### src/tlc_pkg.sv
// Purpose: Shared constants and types for the transmit link configuration register bank.
// Assumes: A 32-bit AXI4-Lite register port with 12 byte-address bits.
// Notes: Offsets are byte addresses of aligned 32-bit words.
package tlc_pkg;
	// ============================================================
	// Register offsets
	localparam int ADDR_W = 12;
	localparam logic [11:0] OFF_LINK_RATE = 12'h000;
	localparam logic [11:0] OFF_LANE_TOTAL = 12'h004;
	localparam logic [11:0] OFF_FRAMING = 12'h008;
	localparam logic [11:0] OFF_TRAIN = 12'h00c;
	localparam logic [11:0] OFF_QUALITY = 12'h010;
	localparam logic [11:0] OFF_SCR_BYPASS = 12'h014;
	localparam logic [11:0] OFF_SOFT_RESET = 12'h01c;
	localparam logic [11:0] OFF_CUSTOM_LOW = 12'h020;
	localparam logic [11:0] OFF_CUSTOM_MID = 12'h024;
	localparam logic [11:0] OFF_CUSTOM_HIGH = 12'h028;
	localparam logic [11:0] OFF_SENDER_EN = 12'h080;
	localparam logic [11:0] OFF_STREAM_EN = 12'h084;
	localparam logic [11:0] OFF_LINK_STATUS = 12'h090;
	localparam logic [11:0] OFF_STATUS_HOLD = 12'h094;
	localparam logic [11:0] OFF_SCR_RESTART = 12'h0c0;
	localparam logic [11:0] OFF_MULTISTREAM = 12'h0d0;
	// ============================================================
	// Field positions and widths
	localparam int BIT_ENABLE = 0;
	localparam int BIT_VIDEO_RST = 0;
	localparam int BIT_AUX_RST = 7;
	localparam int BIT_MST_EN = 0;
	localparam int BIT_PAYLOAD_UPD = 1;
	localparam int BIT_STAT_STREAM = 0;
	localparam int POS_STAT_FIELD = 8;
	localparam int W_RATE = 8;
	localparam int W_LANE = 5;
	localparam int W_SEL = 3;
	localparam int W_CUST_HI = 16;
	localparam logic [31:0] ZERO32 = 32'h0000_0000;
	// ============================================================
	// Code points
	localparam logic [7:0] RATE_1G62 = 8'h06;
	localparam logic [7:0] RATE_2G7 = 8'h0a;
	localparam logic [7:0] RATE_5G4 = 8'h14;
	localparam logic [7:0] RATE_8G1 = 8'h1e;
	localparam logic [2:0] TRAIN_OFF = 3'h0;
	localparam logic [2:0] TRAIN_PAT1 = 3'h1;
	localparam logic [2:0] TRAIN_PAT2 = 3'h2;
	localparam logic [2:0] TRAIN_PAT3 = 3'h3;
	localparam logic [2:0] TRAIN_PAT4 = 3'h7;
	localparam logic [2:0] QUAL_NONE = 3'h0;
	localparam logic [2:0] QUAL_D10_2 = 3'h1;
	localparam logic [2:0] QUAL_SER = 3'h2;
	localparam logic [2:0] QUAL_PRBS7 = 3'h3;
	localparam logic [2:0] QUAL_CUSTOM = 3'h4;
	localparam logic [2:0] QUAL_COMPLY = 3'h5;
	localparam logic [1:0] RESP_OKAY = 2'h0;
	localparam logic [1:0] RESP_SLVERR = 2'h2;
	// ============================================================
	// Configuration bundle handed to the link and video logic
	typedef struct packed {
		logic [7:0] link_rate;
		logic [4:0] lane_total;
		logic enhanced_framing;
		logic [2:0] train_sel;
		logic [2:0] quality_sel;
		logic scrambler_bypass;
		logic [79:0] custom_pattern;
		logic sender_enable;
		logic mst_enable;
	} tlc_cfg_t;
endpackage

### src/tlc_bit_sync.sv
// Purpose: Two-stage synchroniser for a bus of independent level signals.
// Assumes: Each bit is a slow level; a multi-bit group is only coherent when held still.
// Notes: The first stage feeds only the second stage.
`timescale 1ns/100ps
module tlc_bit_sync #(
	parameter int W = 1
) (
	input wire logic ref_clk_i,
	input wire logic rst_i,
	input wire logic [W-1:0] async_i,
	output logic [W-1:0] sync_o
);
	typedef struct packed {
		logic [W-1:0] s2;
		logic [W-1:0] s1;
	} tlc_sync_state_t;
	tlc_sync_state_t st_r;
	tlc_sync_state_t st_nxt;
	initial begin
		if (W < 1) $error("tlc_bit_sync needs W of at least 1");
	end
	always_comb begin
		st_nxt.s1 = async_i;
		st_nxt.s2 = st_r.s1;
	end
	always_ff @(posedge ref_clk_i or posedge rst_i) begin
		if (rst_i) begin
			st_r <= '0;
		end else begin
			st_r <= st_nxt;
		end
	end
	assign sync_o = st_r.s2;
endmodule

### src/tlc_pulse_gen.sv
// Purpose: Self-clearing pulse of fixed length started by a one-cycle request.
// Assumes: The request comes from logic on the same clock.
// Notes: The length is stretched so slower consumer domains can catch the pulse.
`timescale 1ns/100ps
module tlc_pulse_gen #(
	parameter int LEN = 4
) (
	input wire logic ref_clk_i,
	input wire logic rst_i,
	input wire logic start_i,
	output logic pulse_o
);
	localparam int CNT_W = $clog2(LEN + 1);
	typedef struct packed {
		logic active;
		logic [CNT_W-1:0] cnt;
	} tlc_pulse_state_t;
	tlc_pulse_state_t st_r;
	tlc_pulse_state_t st_nxt;
	initial begin
		if (LEN < 1) $error("tlc_pulse_gen needs LEN of at least 1");
	end
	always_comb begin
		st_nxt = st_r;
		if (start_i) begin
			st_nxt.active = 1'b1;
			st_nxt.cnt = CNT_W'(LEN - 1);
		end else if (st_r.active) begin
			if (st_r.cnt == '0) begin
				st_nxt.active = 1'b0;
			end else begin
				st_nxt.cnt = st_r.cnt - 1'b1;
			end
		end
	end
	always_ff @(posedge ref_clk_i or posedge rst_i) begin
		if (rst_i) begin
			st_r <= '0;
		end else begin
			st_r <= st_nxt;
		end
	end
	assign pulse_o = st_r.active;
endmodule

### src/tlc_regs.sv
// Purpose: Host-programmed configuration and enable register bank of a serial video sender.
// Assumes: AXI4-Lite slave on ref_clk_i; link and video logic sit in other clock domains.
// Notes: One write and one read may be in flight at a time.
// Overview of operation
// - All registers sit on the host port, live in host clock, other domains async.
// - A single status bit reads as either its old or new value.
// - A hold bit freezes the multi-bit status field while software reads it.
// - A toggle flips on every multi-bit configuration write to refresh remote copies.
// - Undefined bits are reserved and read as zero.
// - Every register is zero after power-on reset; the video absent flag resets to one.
// - Eight-bit link rate codes 06, 0A, 14, 1E select four link rates.
// - Framing bit zero enables the enhanced framing symbol sequence.
// - Training selector codes off, pattern 1, and patterns 2, 3, 4.
// - Quality selector codes none, D10.2, error rate, PRBS7, custom, compliance.
// - Scrambler bypass bit zero sends every symbol unscrambled.
// - Soft reset bit zero resets stream one video logic; register reads zero.
// - Soft reset bit seven resets the auxiliary channel logic.
// - Custom 80-bit pattern spans low, middle and 16-bit high words.
// - Sender enable low sends only stuffing symbols; high lets streams flow.
// - Stream disabled sends only the blanking identifier with video absent flag set.
// - Stream enable changes take effect only at a vertical sync frame boundary.
// - Restart bit zero forces a scrambler reset; register reads zero.
// - Multi-stream bit zero enables multi-stream transport operation.
`timescale 1ns/100ps
module tlc_regs
	import tlc_pkg::*;
#(
	parameter int STAT_W = 8,
	parameter int PULSE_LEN = 4
) (
	input wire logic ref_clk_i,
	input wire logic rst_i,
	input wire logic [tlc_pkg::ADDR_W-1:0] s_axi_awaddr_i,
	input wire logic s_axi_awvalid_i,
	output logic s_axi_awready_o,
	input wire logic [31:0] s_axi_wdata_i,
	input wire logic [3:0] s_axi_wstrb_i,
	input wire logic s_axi_wvalid_i,
	output logic s_axi_wready_o,
	output logic [1:0] s_axi_bresp_o,
	output logic s_axi_bvalid_o,
	input wire logic s_axi_bready_i,
	input wire logic [tlc_pkg::ADDR_W-1:0] s_axi_araddr_i,
	input wire logic s_axi_arvalid_i,
	output logic s_axi_arready_o,
	output logic [31:0] s_axi_rdata_o,
	output logic [1:0] s_axi_rresp_o,
	output logic s_axi_rvalid_o,
	input wire logic s_axi_rready_i,
	input wire logic vsync_i,
	input wire logic [STAT_W-1:0] link_status_i,
	output tlc_pkg::tlc_cfg_t cfg_o,
	output logic cfg_toggle_o,
	output logic stream_enable_o,
	output logic video_absent_flag_o,
	output logic video_rst_o,
	output logic aux_rst_o,
	output logic scr_restart_o,
	output logic payload_updated_o
);
	import tlc_pkg::*;

	// ============================================================
	// State
	typedef struct packed {
		logic wr_ack;
		logic bvalid;
		logic [1:0] bresp;
		logic rd_ack;
		logic rvalid;
		logic [1:0] rresp;
		logic [31:0] rdata;
		tlc_cfg_t cfg;
		logic stream_req;
		logic stream_act;
		logic video_absent;
		logic vsync_prev;
		logic cfg_toggle;
		logic status_hold;
		logic [STAT_W-1:0] status_cap;
	} tlc_regs_state_t;

	tlc_regs_state_t st_r;
	tlc_regs_state_t st_nxt;
	logic vsync_s;
	logic [STAT_W-1:0] status_s;
	logic vs_rise;
	logic video_go;
	logic aux_go;
	logic scr_go;
	logic upd_go;
	logic [11:0] wa;
	logic [11:0] ra;
	logic [31:0] wmix;

	initial begin
		if (STAT_W < 1 || STAT_W > 16) $error("tlc_regs needs STAT_W from 1 to 16");
	end

	function automatic logic [31:0] byte_merge(input logic [31:0] old,
			input logic [31:0] din, input logic [3:0] be);
		logic [31:0] res;
		res = old;
		for (int i = 0; i < 4; i++) begin
			if (be[i]) begin
				res[8*i +: 8] = din[8*i +: 8];
			end
		end
		return res;
	endfunction

	// ============================================================
	// Crossings from the video and link domains
	tlc_bit_sync #(
		.W(1)
	) u_vsync_sync (
		.ref_clk_i(ref_clk_i),
		.rst_i(rst_i),
		.async_i(vsync_i),
		.sync_o(vsync_s)
	);

	tlc_bit_sync #(
		.W(STAT_W)
	) u_status_sync (
		.ref_clk_i(ref_clk_i),
		.rst_i(rst_i),
		.async_i(link_status_i),
		.sync_o(status_s)
	);

	// Word-aligned addresses; the two low bits never select a register.
	assign wa = {s_axi_awaddr_i[11:2], 2'h0};
	assign ra = {s_axi_araddr_i[11:2], 2'h0};
	assign vs_rise = vsync_s & ~st_r.vsync_prev;

	// ============================================================
	// Next state
	always_comb begin
		st_nxt = st_r;
		video_go = 1'b0;
		aux_go = 1'b0;
		scr_go = 1'b0;
		upd_go = 1'b0;
		wmix = ZERO32;

		// Write channel: address and data are taken together, one at a time.
		if (st_r.bvalid && s_axi_bready_i) begin
			st_nxt.bvalid = 1'b0;
		end
		if (st_r.wr_ack) begin
			st_nxt.wr_ack = 1'b0;
			st_nxt.bvalid = 1'b1;
			st_nxt.bresp = RESP_OKAY;
			case (wa)
				OFF_LINK_RATE: begin
					wmix = byte_merge(32'(st_r.cfg.link_rate), s_axi_wdata_i, s_axi_wstrb_i);
					st_nxt.cfg.link_rate = wmix[W_RATE-1:0];
					st_nxt.cfg_toggle = ~st_r.cfg_toggle;
				end
				OFF_LANE_TOTAL: begin
					wmix = byte_merge(32'(st_r.cfg.lane_total), s_axi_wdata_i, s_axi_wstrb_i);
					st_nxt.cfg.lane_total = wmix[W_LANE-1:0];
					st_nxt.cfg_toggle = ~st_r.cfg_toggle;
				end
				OFF_FRAMING: begin
					if (s_axi_wstrb_i[0]) begin
						st_nxt.cfg.enhanced_framing = s_axi_wdata_i[BIT_ENABLE];
					end
				end
				OFF_TRAIN: begin
					if (s_axi_wstrb_i[0]) begin
						st_nxt.cfg.train_sel = s_axi_wdata_i[W_SEL-1:0];
						st_nxt.cfg_toggle = ~st_r.cfg_toggle;
					end
				end
				OFF_QUALITY: begin
					if (s_axi_wstrb_i[0]) begin
						st_nxt.cfg.quality_sel = s_axi_wdata_i[W_SEL-1:0];
						st_nxt.cfg_toggle = ~st_r.cfg_toggle;
					end
				end
				OFF_SCR_BYPASS: begin
					if (s_axi_wstrb_i[0]) begin
						st_nxt.cfg.scrambler_bypass = s_axi_wdata_i[BIT_ENABLE];
					end
				end
				OFF_SOFT_RESET: begin
					video_go = s_axi_wstrb_i[0] & s_axi_wdata_i[BIT_VIDEO_RST];
					aux_go = s_axi_wstrb_i[0] & s_axi_wdata_i[BIT_AUX_RST];
				end
				OFF_CUSTOM_LOW: begin
					st_nxt.cfg.custom_pattern[31:0] = byte_merge(
						st_r.cfg.custom_pattern[31:0], s_axi_wdata_i, s_axi_wstrb_i);
					st_nxt.cfg_toggle = ~st_r.cfg_toggle;
				end
				OFF_CUSTOM_MID: begin
					st_nxt.cfg.custom_pattern[63:32] = byte_merge(
						st_r.cfg.custom_pattern[63:32], s_axi_wdata_i, s_axi_wstrb_i);
					st_nxt.cfg_toggle = ~st_r.cfg_toggle;
				end
				OFF_CUSTOM_HIGH: begin
					wmix = byte_merge(32'(st_r.cfg.custom_pattern[79:64]),
						s_axi_wdata_i, s_axi_wstrb_i);
					st_nxt.cfg.custom_pattern[79:64] = wmix[W_CUST_HI-1:0];
					st_nxt.cfg_toggle = ~st_r.cfg_toggle;
				end
				OFF_SENDER_EN: begin
					if (s_axi_wstrb_i[0]) begin
						st_nxt.cfg.sender_enable = s_axi_wdata_i[BIT_ENABLE];
					end
				end
				OFF_STREAM_EN: begin
					if (s_axi_wstrb_i[0]) begin
						st_nxt.stream_req = s_axi_wdata_i[BIT_ENABLE];
					end
				end
				OFF_LINK_STATUS: begin
				end
				OFF_STATUS_HOLD: begin
					if (s_axi_wstrb_i[0]) begin
						st_nxt.status_hold = s_axi_wdata_i[BIT_ENABLE];
					end
				end
				OFF_SCR_RESTART: begin
					scr_go = s_axi_wstrb_i[0] & s_axi_wdata_i[BIT_ENABLE];
				end
				OFF_MULTISTREAM: begin
					if (s_axi_wstrb_i[0]) begin
						st_nxt.cfg.mst_enable = s_axi_wdata_i[BIT_MST_EN];
						upd_go = s_axi_wdata_i[BIT_PAYLOAD_UPD];
					end
				end
				default: begin
					st_nxt.bresp = RESP_SLVERR;
				end
			endcase
		end else if (s_axi_awvalid_i && s_axi_wvalid_i && !st_r.bvalid) begin
			st_nxt.wr_ack = 1'b1;
		end

		// Read channel: the data word is captured in the accept cycle.
		if (st_r.rvalid && s_axi_rready_i) begin
			st_nxt.rvalid = 1'b0;
		end
		if (st_r.rd_ack) begin
			st_nxt.rd_ack = 1'b0;
			st_nxt.rvalid = 1'b1;
			st_nxt.rresp = RESP_OKAY;
			st_nxt.rdata = ZERO32;
			case (ra)
				OFF_LINK_RATE: st_nxt.rdata[W_RATE-1:0] = st_r.cfg.link_rate;
				OFF_LANE_TOTAL: st_nxt.rdata[W_LANE-1:0] = st_r.cfg.lane_total;
				OFF_FRAMING: st_nxt.rdata[BIT_ENABLE] = st_r.cfg.enhanced_framing;
				OFF_TRAIN: st_nxt.rdata[W_SEL-1:0] = st_r.cfg.train_sel;
				OFF_QUALITY: st_nxt.rdata[W_SEL-1:0] = st_r.cfg.quality_sel;
				OFF_SCR_BYPASS: st_nxt.rdata[BIT_ENABLE] = st_r.cfg.scrambler_bypass;
				OFF_SOFT_RESET: st_nxt.rdata = ZERO32;
				OFF_CUSTOM_LOW: st_nxt.rdata = st_r.cfg.custom_pattern[31:0];
				OFF_CUSTOM_MID: st_nxt.rdata = st_r.cfg.custom_pattern[63:32];
				OFF_CUSTOM_HIGH: st_nxt.rdata[W_CUST_HI-1:0] = st_r.cfg.custom_pattern[79:64];
				OFF_SENDER_EN: st_nxt.rdata[BIT_ENABLE] = st_r.cfg.sender_enable;
				OFF_STREAM_EN: st_nxt.rdata[BIT_ENABLE] = st_r.stream_req;
				OFF_LINK_STATUS: begin
					// Each bit is one registered sample, so the stream bit never reads a half value; the field bits may mix old and new.
					st_nxt.rdata[BIT_STAT_STREAM] = st_r.stream_act;
					st_nxt.rdata[POS_STAT_FIELD +: STAT_W] = st_r.status_cap;
				end
				OFF_STATUS_HOLD: st_nxt.rdata[BIT_ENABLE] = st_r.status_hold;
				OFF_SCR_RESTART: st_nxt.rdata = ZERO32;
				OFF_MULTISTREAM: st_nxt.rdata[BIT_MST_EN] = st_r.cfg.mst_enable;
				default: st_nxt.rresp = RESP_SLVERR;
			endcase
		end else if (s_axi_arvalid_i && !st_r.rvalid) begin
			st_nxt.rd_ack = 1'b1;
		end

		// A new enable waits for the next frame start so no frame is cut in two.
		st_nxt.vsync_prev = vsync_s;
		if (vs_rise) begin
			st_nxt.stream_act = st_r.stream_req;
		end
		st_nxt.video_absent = ~st_nxt.stream_act;

		if (!st_r.status_hold) begin
			st_nxt.status_cap = status_s;
		end
	end

	always_ff @(posedge ref_clk_i or posedge rst_i) begin
		if (rst_i) begin
			st_r <= '0;
			st_r.video_absent <= 1'b1;
		end else begin
			st_r <= st_nxt;
		end
	end

	// ============================================================
	// Self-clearing control pulses
	tlc_pulse_gen #(
		.LEN(PULSE_LEN)
	) u_video_rst (
		.ref_clk_i(ref_clk_i),
		.rst_i(rst_i),
		.start_i(video_go),
		.pulse_o(video_rst_o)
	);

	tlc_pulse_gen #(
		.LEN(PULSE_LEN)
	) u_aux_rst (
		.ref_clk_i(ref_clk_i),
		.rst_i(rst_i),
		.start_i(aux_go),
		.pulse_o(aux_rst_o)
	);

	tlc_pulse_gen #(
		.LEN(PULSE_LEN)
	) u_scr_restart (
		.ref_clk_i(ref_clk_i),
		.rst_i(rst_i),
		.start_i(scr_go),
		.pulse_o(scr_restart_o)
	);

	tlc_pulse_gen #(
		.LEN(PULSE_LEN)
	) u_payload_upd (
		.ref_clk_i(ref_clk_i),
		.rst_i(rst_i),
		.start_i(upd_go),
		.pulse_o(payload_updated_o)
	);

	// ============================================================
	// Outputs
	assign s_axi_awready_o = st_r.wr_ack;
	assign s_axi_wready_o = st_r.wr_ack;
	assign s_axi_bvalid_o = st_r.bvalid;
	assign s_axi_bresp_o = st_r.bresp;
	assign s_axi_arready_o = st_r.rd_ack;
	assign s_axi_rvalid_o = st_r.rvalid;
	assign s_axi_rresp_o = st_r.rresp;
	assign s_axi_rdata_o = st_r.rdata;
	assign cfg_o = st_r.cfg;
	assign cfg_toggle_o = st_r.cfg_toggle;
	assign stream_enable_o = st_r.stream_act;
	assign video_absent_flag_o = st_r.video_absent;
endmodule

### config.mk
export PLATFORM = sky130hd
export DESIGN_NAME = tlc_regs
export DESIGN_NICKNAME = d
export VERILOG_FILES = /design/src/tlc_pkg.sv /design/src/tlc_bit_sync.sv /design/src/tlc_pulse_gen.sv /design/src/tlc_regs.sv
export SDC_FILE = /design/constraint.sdc
export NUM_CORES = 1
export LEC_CHECK = 0
export ABC_AREA = 1
export BUFFER_PORTS_ARGS = -buffer_cell sky130_fd_sc_hd__buf_4
export CORE_MARGIN = 2
export CORE_UTILIZATION = 44
export DETAILED_ROUTE_END_ITERATION = 10
export PLACE_DENSITY = 0.73
export SYNTH_ARGS = -nofsm -noshare
export SYNTH_HDL_FRONTEND = slang
export SYNTH_HIERARCHICAL = 1
export SYNTH_SLANG_ARGS = --single-unit
### constraint.sdc
create_clock -name ref_clk_i -period 4.7 [get_ports ref_clk_i]
set_clock_uncertainty 0.2 [all_clocks]
set_input_delay 0.235 -clock ref_clk_i [delete_from_list [all_inputs] [get_ports ref_clk_i]]
set_output_delay 0.235 -clock ref_clk_i [all_outputs]
set_load 0.01 [all_outputs]
# Word-level counts from Yosys, hierarchy flattened
# Cells that the tools add are included.
dict set report classes {
  n_addsub 4
  n_eq_ne 35
  muxes 44
  bitwise 6
  n_reduce_logical 49
}
# operator n
set op_table {}
lappend op_table {{equality test 10 x 6 -> 1 bit, second input constant} 12}
lappend op_table {{AND reduction 3 bit} 21}
lappend op_table {{equality test 10 x 3 -> 1 bit, second input constant} 6}
lappend op_table {{equality test 10 x 4 -> 1 bit, second input constant} 6}
lappend op_table {{equality test 10 x 2 -> 1 bit, second input constant} 4}
lappend op_table {{two-way mux 35 bit} 1}
lappend op_table {{two-way mux 4 bit} 8}
lappend op_table {{one-hot mux 16 bit (2 select lines)} 1}
lappend op_table {{one-hot mux 8 bit (4 select lines)} 1}
lappend op_table {{OR reduction 16 bit} 2}
lappend op_table {{zero test 12 bit} 2}
lappend op_table {{two-way mux 1 bit} 21}
lappend op_table {{equality test 10 x 1 -> 1 bit, second input constant} 2}
lappend op_table {{two-way mux 3 bit} 5}
lappend op_table {{one-hot mux 1 bit (14 select lines)} 1}
lappend op_table {{one-hot mux 2 bit (7 select lines)} 1}
lappend op_table {{nonzero test 2 bit} 7}
lappend op_table {{zero test 3 bit} 4}
lappend op_table {{one-hot mux 3 bit (4 select lines)} 1}
lappend op_table {{subtractor 3 x 1 -> 3 bit, second input constant} 4}
lappend op_table {{one-hot mux 2 bit (5 select lines)} 1}
lappend op_table {{AND reduction 2 bit} 4}
lappend op_table {{inequality test 2 x 1 -> 1 bit, second input constant} 3}
lappend op_table {{logical AND 1 bit} 5}
lappend op_table {{8 further kinds} 15}
dict set report totals {
  reg_bits 191
  input_bits 76
  output_inout_bits 151
}

# Logic depth before layout (Yosys ltp)
# Gate-level depths: netlist of the first run.
dict set report logic_depth {
  word_depth 5
  mapped_depth 13
  mapped_depth_nobuf 12
}

# Modules after synthesis
# The synthesis of the first run kept the hierarchy.
# mod instances cells_each area_per_inst_um2 seq_area_each_um2
set by_module_without_submodules {}
lappend by_module_without_submodules {tlc_regs 1 1014 8231.6 3880.0}
lappend by_module_without_submodules {tlc_pulse_gen 4 25 206.4 100.1}
lappend by_module_without_submodules {{tlc_bit_sync at u_status_sync} 1 17 404.1 400.4}
lappend by_module_without_submodules {{tlc_bit_sync at u_vsync_sync} 1 3 53.8 50.0}

# Worst setup path before layout of the first run
# OpenSTA, ideal clock, no wires.
dict set report synth_path {
  kind {register -> register}
  start {reg st_r (netlist bit s_axi_awready_o)}
  end {reg st_r (netlist bit cfg_o[96])}
  t_arrival_ns 1.274
  slack_ns 3.102
  stages_incl_launch_ff 8
  synth_period_minus_slack_ns 1.598
  cell_sequence {dfrtp_1 buf_4 nand2_4 inv_2 nand3_1 buf_2 nand2_1 o21ai_1}
}
dict set report synth_between {
  elab_chain_len 1
}
# element line
set synth_lines {}
lappend synth_lines {{from (decl)} tlc_regs.sv:83} ;# tlc_regs_state_t st_r;
lappend synth_lines {{from (signal assigned)} tlc_regs.sv:295} ;# st_r <= st_nxt;
lappend synth_lines {{AND reduction 3 bit (no line)} --}
# No other way between the ends.
# A chain may end at the register's enable or synchronous reset.

==> results.txt, run 1 <==
global-route wire length before repair: 37700 um
GRT Total Usage: 21.7%
final period utilization: 51.9%
Finished Layout Cells: 1548
Final Setup Violations: 0
area of the core: 21200 um2
Post-synth ARST share: 100%
Initial Util: 45.0%
placed insts: 1468
CTS resizes: 0
Critical Path RT: 4.87 ns
number of global-route vias before repair: 7138
multi-input logic area: 3090 um2
share of the synthesized area in the top cell type: 49.4%
drt pass-1 iters: 7
Avg Inst Size Synth: 8.39 um2
top cells by count, synth: nand2_1, dfrtp_1, buf_4, inv_1, o21ai_0
worst-margin pin slew: 0.759 ns
worst hold path type: primary input to flip-flop
clk sinks: 189
DR WL/cell: 15.6 um
Area growth, synth to finish: 20.0%
CTS H-Tree Depth: 4
main flop type after synthesis: dfrtp_1
io pins: 227
largest area contributor in the netlist: dfrtp_1
Seq cells post-synth: 189
RSZ-0062 raised after global routing: false
via/cell ratio: 4.88
Worst Path Max Fanout: 49
DR vias: 7554
Pwr Total: 0.00368 W
post-synthesis sequential area ratio: 49.7%
dpl cell area: 10300 um2
Die Y: 151 um
CTS tree: built
Max-Cap Viols: 0
gpl congestion: 0.846
share of cells above drive strength 1: 23.5%
post-route ant nets: 0
DIE AREA: 22800 um2
Clk Latency, worst-skew pair: 0.43 ns
Starting DRT DRC Count: 490
Worst VDD drop: 0.000231 V
Synthesis Warnings: 6
setup tns final: 0 ns
Synth Cell Area: 9520 um2
worst path arrival time: 2.61 ns
Sequential Area: 4730 um2
library cells used by synthesis: 35
antenna violations before repair: 0
Setup CP Type: flip-flop to flip-flop
n_diodes: 0
pin count of the biggest net entering global routing: 83
number of buffers created by CTS: 17
CTS Buffer Depth: 2
Worst-path clk slew: 0.07 ns
FMAX: 410 MHz
min cycle time layout: 2.44 ns
Overflow after GRT: 0
Final Hold Vio Count: 0
top-count cell post-synth: nand2_1
DR DRC count: 0
Rows: 53
Critical Path End Type: flip-flop
power density over cell area: 322 nW/um2
Leak: 5.85 nW
Post-Syn Instances: 1134
fill count: 1945
Final nets: 1344
post-route cell area: 11400 um2
Port Buffer Count: 220
outcome: finished clean
dpl hpwl: 17400 um
Slew HR: 49.4%
top post-synthesis cells by area: dfrtp_1, nand2_1, buf_4
Startpoint Class: flip-flop
Post-synth EDFFs: 0
Final Max Tran Viols: 0
Clk Tree Root Cell: clkbuf_16
Die Width: 151 um
drt total wl: 24200 um
per-layer routing:
layer  GRT usage (%)  vias to the layer above  wire, um
li1                -                     3697         -
met1            28.6                     3567     10400
met2            35.7                      252     11600
met3            4.52                       38      1630
met4            7.38                        0       561
met5               0                        -         0
power by group:
part / switching [W] / total, W / internal (W)
Sequential: 0.0000492 / 0.00176 / 0.00171
Clock: 0.000649 / 0.00148 / 0.000826
Combinational: 0.000238 / 0.000444 / 0.000206
final timing paths:
kind	start	to	slack, ns	cells after the start
max	s_axi_arready_o$_DFF_PP0_	s_axi_rdata_o[8]$_DFFE_PP0P_	2.26	5
min	s_axi_araddr_i[7]	s_axi_rresp_o[1]$_DFFE_PP0P_	0.02	4
max in group asynchronous	rst_i	cfg_o[59]$_DFFE_PP0P_	2.94	4
min in group asynchronous	rst_i	u_vsync_sync/st_nxt[1]$_DFF_PP0_	0.07	3
max reg2reg	s_axi_arready_o$_DFF_PP0_	s_axi_rdata_o[8]$_DFFE_PP0P_	2.26	5
min reg2reg	u_status_sync/st_nxt[14]$_DFF_PP0_	u_status_sync/sync_o[6]$_DFF_PP0_	0.15	0
per-stage QoR:
| step | worst slack, ns | utilization (%) | hold slack, ns |
|---|---|---|---|
| after global routing | 2.04 | 54.0 | 0.0198 |
| after global placement | 2.30 | 48.8 | -0.0335 |
| after detailed placement | 2.28 | 48.8 | -0.0316 |
| after floorplan | 0.0885 | - | -0.224 |
| final | 2.26 | 54.0 | 0.0235 |
| after CTS | 2.27 | 54.0 | 0.000673 |
area by class of cell:
cell class	instances	share of cell area, %
timing repair buffer	271	18.9
multi-input combinational	652	27.0
inverter	129	4.32
tap	275	3.01
clock buffer	19	3.97
sequential	189	41.5
clock inverter	13	1.33
flip-flops by register name (all words and copies together), names as in the netlist, 3 cells and up:
name	cells
u_status_sync/sync_o	8
u_payload_upd/st_r	3
u_video_rst/st_r	3
u_status_sync/st_nxt	8
u_scr_restart/st_r	3
s_axi_rdata_o	32
cfg_o	103
u_aux_rst/st_r	3
st_r	11
cells in the final DEF (no fill, tap or decap), types with 9 or more instances in the layout:
cell type and instances:
clkbuf_16 17, nand2_2 13, o21ai_0 83, nand3_1 47, a31oi_1 16, dlygate4sd3_1 48
nor3_1 9, o21ai_1 54, dfrtp_1 187, buf_4 223, nand4_1 9, inv_1 120
o21a_1 17, nand2_1 301, nor2_1 62
kinds of logic after synthesis:
| kind of cell | after synthesis | synth area share (%) |
|---|---|---|
| simple gates | 462 | 21.1 |
| buf+inv | 294 | 17.9 |
| flops | 189 | 49.7 |
| compound gates | 179 | 10.1 |
| fa+ha+maj | 8 | 1.05 |
| mux | 1 | 0.118 |
| other cells | 1 | 0.0394 |
what timing repair did:
item                                   in CTS  in global routing
buffers inserted                            0                  0
hold buffers                               48                  0
endpoints found under the hold margin     216                  0
worst max-delay path: stages, from the launching register on:
cell	delay, ns
dfrtp_2	0.34
buf_4	0.45
clkinv_1	0.69
a21oi_2	0.49
o21ai_1	0.13
nand2_1	0.07
Power figures use the tool's default switching activity.
==> inputs of run 2 (changes only) <==
Settings changed: ABC_AREA 1 to 0, PLACE_DENSITY 0.73 to 0.71.
Clock period 4.7 ns to 2.4 ns, I/O delays scaled along.
==> results.txt, run 2 <==
post-synthesis mux area share: 16.1% (+16 points)
Starting DRT DRC Count: 343 (-30%)
Worst Path Max Fanout: 9 (-82%)
top cells by count, synth: dfrtp_1, buf_4, mux2_2, nor2_1, nand2_1
setup bufs post-CTS: 0 (unchanged)
power density over cell area: 601 nW/um2 (+87%)
Initial Util: 45.0% (about the same)
Startpoint Class: flip-flop
outcome: finished clean
post-route cell area: 11800 um2 (+3.0%)
min cycle time layout: 2.33 ns (-0.114 ns)
n_diodes: 0 (unchanged)
Worst-path clk slew: 0.07 ns (about the same)
critical path's slowest cell: nand2_1
Overflow after GRT: 0 (unchanged)
Simple-Gate Fraction of Synth Area: 10.9% (-10 points)
Slew HR: 52.1% (+2.7 points)
post-synthesis xor/xnor area fraction: 0.185% (+0.18 points)
library cells used by synthesis: 61 (+74%)
gpl congestion: 0.877 (+3.7%)
DR WL/cell: 18.9 um (+21%)
Final Setup Violations: 0 (unchanged)
commonest cells after routing, fill and taps aside: buf_4, dfrtp_1, mux2_2
pre-CTS setup slack: 0.135 ns (-2.15 ns)
Die Y: 151 um (-0.13%)
GRT Total Usage: 21.2% (-0.44 points)
share of the synthesized area in the top cell type: 49.6% (+0.13 points)
Max-Cap Viols: 0 (unchanged)
Rows: 53 (unchanged)
Synthesis Warnings: 6 (unchanged)
CTS H-Tree Depth: 4 (unchanged)
RSZ-0062 raised after global routing: true
FMAX: 430 MHz (+4.9%)
io pins: 227 (unchanged)
via/cell ratio: 5.25 (+7.7%)
largest area contributor in the netlist: dfrtp_1
Final nets: 1068 (-21%)
Leak: 5.79 nW (-1.0%)
placed insts: 1176 (-20%)
global-route wire length before repair: 36800 um (-2.6%)
Finished Layout Cells: 1272 (-18%)
post-synthesis sequential area ratio: 49.8% (+0.13 points)
number of buffers created by CTS: 17 (unchanged)
DR vias: 6683 (-12%)
top post-synthesis cells by area: dfrtp_1, mux2_2, buf_4
Die Width: 151 um (-0.13%)
worst hold path type: primary input to flip-flop
final period utilization: 96.9% (+45 points)
dpl hpwl: 17100 um (-1.7%)
Critical Path RT: 2.52 ns (-2.35 ns)
area fraction in compound gates after synthesis: 8.19% (-2.0 points)
antenna violations before repair: 0 (unchanged)
Avg Inst Size Synth: 11.5 um2 (+37%)
area of the core: 21100 um2 (-0.31%)
Area growth, synth to finish: 23.9%
Largest stage delay, worst path: 0.57 ns (-0.12 ns)
share of cells above drive strength 1: 42.5% (+19 points)
drt total wl: 24100 um (-0.47%)
Final WS setup: 0.0737 ns (-2.19 ns)
crit-path cells: nand2_1, nor3_1, nand2_1, mux2_2
Post-Syn Instances: 824 (-27%)
drt pass-1 iters: 4 (-3)
DIE AREA: 22800 um2 (-0.25%)
worst path arrival time: 2.45 ns (-0.16 ns)
Post-synth EDFFs: 0 (unchanged)
Post-synth ARST share: 100% (unchanged)
Port Buffer Count: 220 (unchanged)
main flop type after synthesis: dfrtp_1
most common cell type on the critical path: nand2_1
dpl cell area: 10500 um2 (+2.0%)
worst-margin pin slew: 0.717 ns (-0.0419 ns)
Worst VDD drop: 0.000455 V (+97%)
clk sinks: 189 (unchanged)
Clk Tree Root Cell: clkbuf_16
Synth Area in Adders: 1.05% (+0.0028 points)
Critical Path End Type: flip-flop
Synth Cell Area: 9490 um2 (-0.26%)
CTS Buffer Depth: 2 (unchanged)
pin count of the biggest net entering global routing: 47 (-43%)
Setup CP Type: flip-flop to flip-flop
largest family of logic cells by synthesized area: multiplexers
Clk Latency, worst-skew pair: 0.44 ns (about the same)
number of global-route vias before repair: 6740 (-5.6%)
Final Hold Vio Count: 0 (unchanged)
max reg flops: 103 (unchanged)
most common cell after layout, fill and taps aside: buf_4
post-route ant nets: 0 (unchanged)
Final Max Tran Viols: 0 (unchanged)
DR DRC count: 0 (unchanged)
top-count cell post-synth: dfrtp_1
CTS tree: built
Seq cells post-synth: 189 (unchanged)
## run 2: changes by cell type in the layout (fill, tap and decap cells not counted), sizes merged, moves of 26 or more
cell / delta
nand2: -278
mux2: +119
o21ai: -116
inv: -103
nand3: -42
buf: +26
## run 2: timing repair
| item | CTS | global route |
|---|---|---|
| gates resized for setup | 0 | 4 |
| hold buffers | 64 | 0 |
| endpoints found under the setup margin | 0 | 22 |
| hold endpoints to repair | 181 | 0 |
## run 2: layout make-up
| cell class | count | area [um2] |
|---|---|---|
| Clock buffer | 18 | 429 |
| Clock inverter | 14 | 135 |
| Fill cell | 1816 | 9330 |
| Inverter | 28 | 109 |
| Multi-Input combinational cell | 435 | 3480 |
| Sequential cell | 189 | 4730 |
| Tap cell | 275 | 344 |
| Timing Repair Buffer | 313 | 2530 |
## run 2: layer usage
metal	up-vias	GRT usage, %	share of wire [%]
li1	3078	-	-
met1	3355	27.8	44
met4	0	6.64	1.7
met3	29	5.93	7.3
met5	-	0	0
met2	221	34.4	47
## run 2: worst max-delay path, delay by kind of cell (launching register included)
family / cells / cell delay, ns
AND/OR/NAND/NOR: 3 / 1.24
multiplexers: 1 / 0.42
flip-flops: 1 / 0.35
## run 2: final timing paths
path / from / slack, ns / depth (start not counted) / end
worst max-delay path: s_axi_awready_o$_DFF_PP0_ / 0.07 / 4 / cfg_o[7]$_DFFE_PP0P_
worst min-delay path: s_axi_awaddr_i[2] / 0.03 / 4 / cfg_o[89]$_DFFE_PP0P_
worst max register to register: s_axi_awready_o$_DFF_PP0_ / 0.07 / 4 / cfg_o[7]$_DFFE_PP0P_
worst min register to register: u_status_sync/st_nxt[12]$_DFF_PP0_ / 0.15 / 0 / u_status_sync/sync_o[4]$_DFF_PP0_
max in group asynchronous: rst_i / 1.15 / 4 / cfg_o[55]$_DFFE_PP0P_
min in group asynchronous: rst_i / 0.14 / 3 / u_status_sync/sync_o[7]$_DFF_PP0_
## run 2: through the flow
stage	utilization, %	hold slack [ns]	power [W]	setup TNS (ns)
CTS	55.7	0.00345	0.00713	0
finish	55.8	0.0323	0.00707	0
global route	55.8	0.0372	0.00736	-0.166
global placement	50.0	-0.151	0.00429	0
detailed placement	50.0	-0.153	0.00431	0
floorplan	-	-0.339	0.00402	0
## run 2: power breakdown
group | leakage, nW | switching, W | internal (W) | total (W)
Combinational | 3.00 | 0.000474 | 0.000450 | 0.000924
Sequential | 2.53 | 0.0000820 | 0.00333 | 0.00341
Clock | 0.263 | 0.00128 | 0.00145 | 0.00273
## run 2: kinds of logic (layout without fill, tap and decap cells)
family,count (synthesis),in the layout
flip-flops,189,189
buffers and inverters,201,373
multiplexers,136,136
AND/OR/NAND/NOR,180,180
XOR/XNOR,2,2
AO/OA/AOI/OAI,107,107
other,1,2
adder cells (fa/ha/maj),8,8
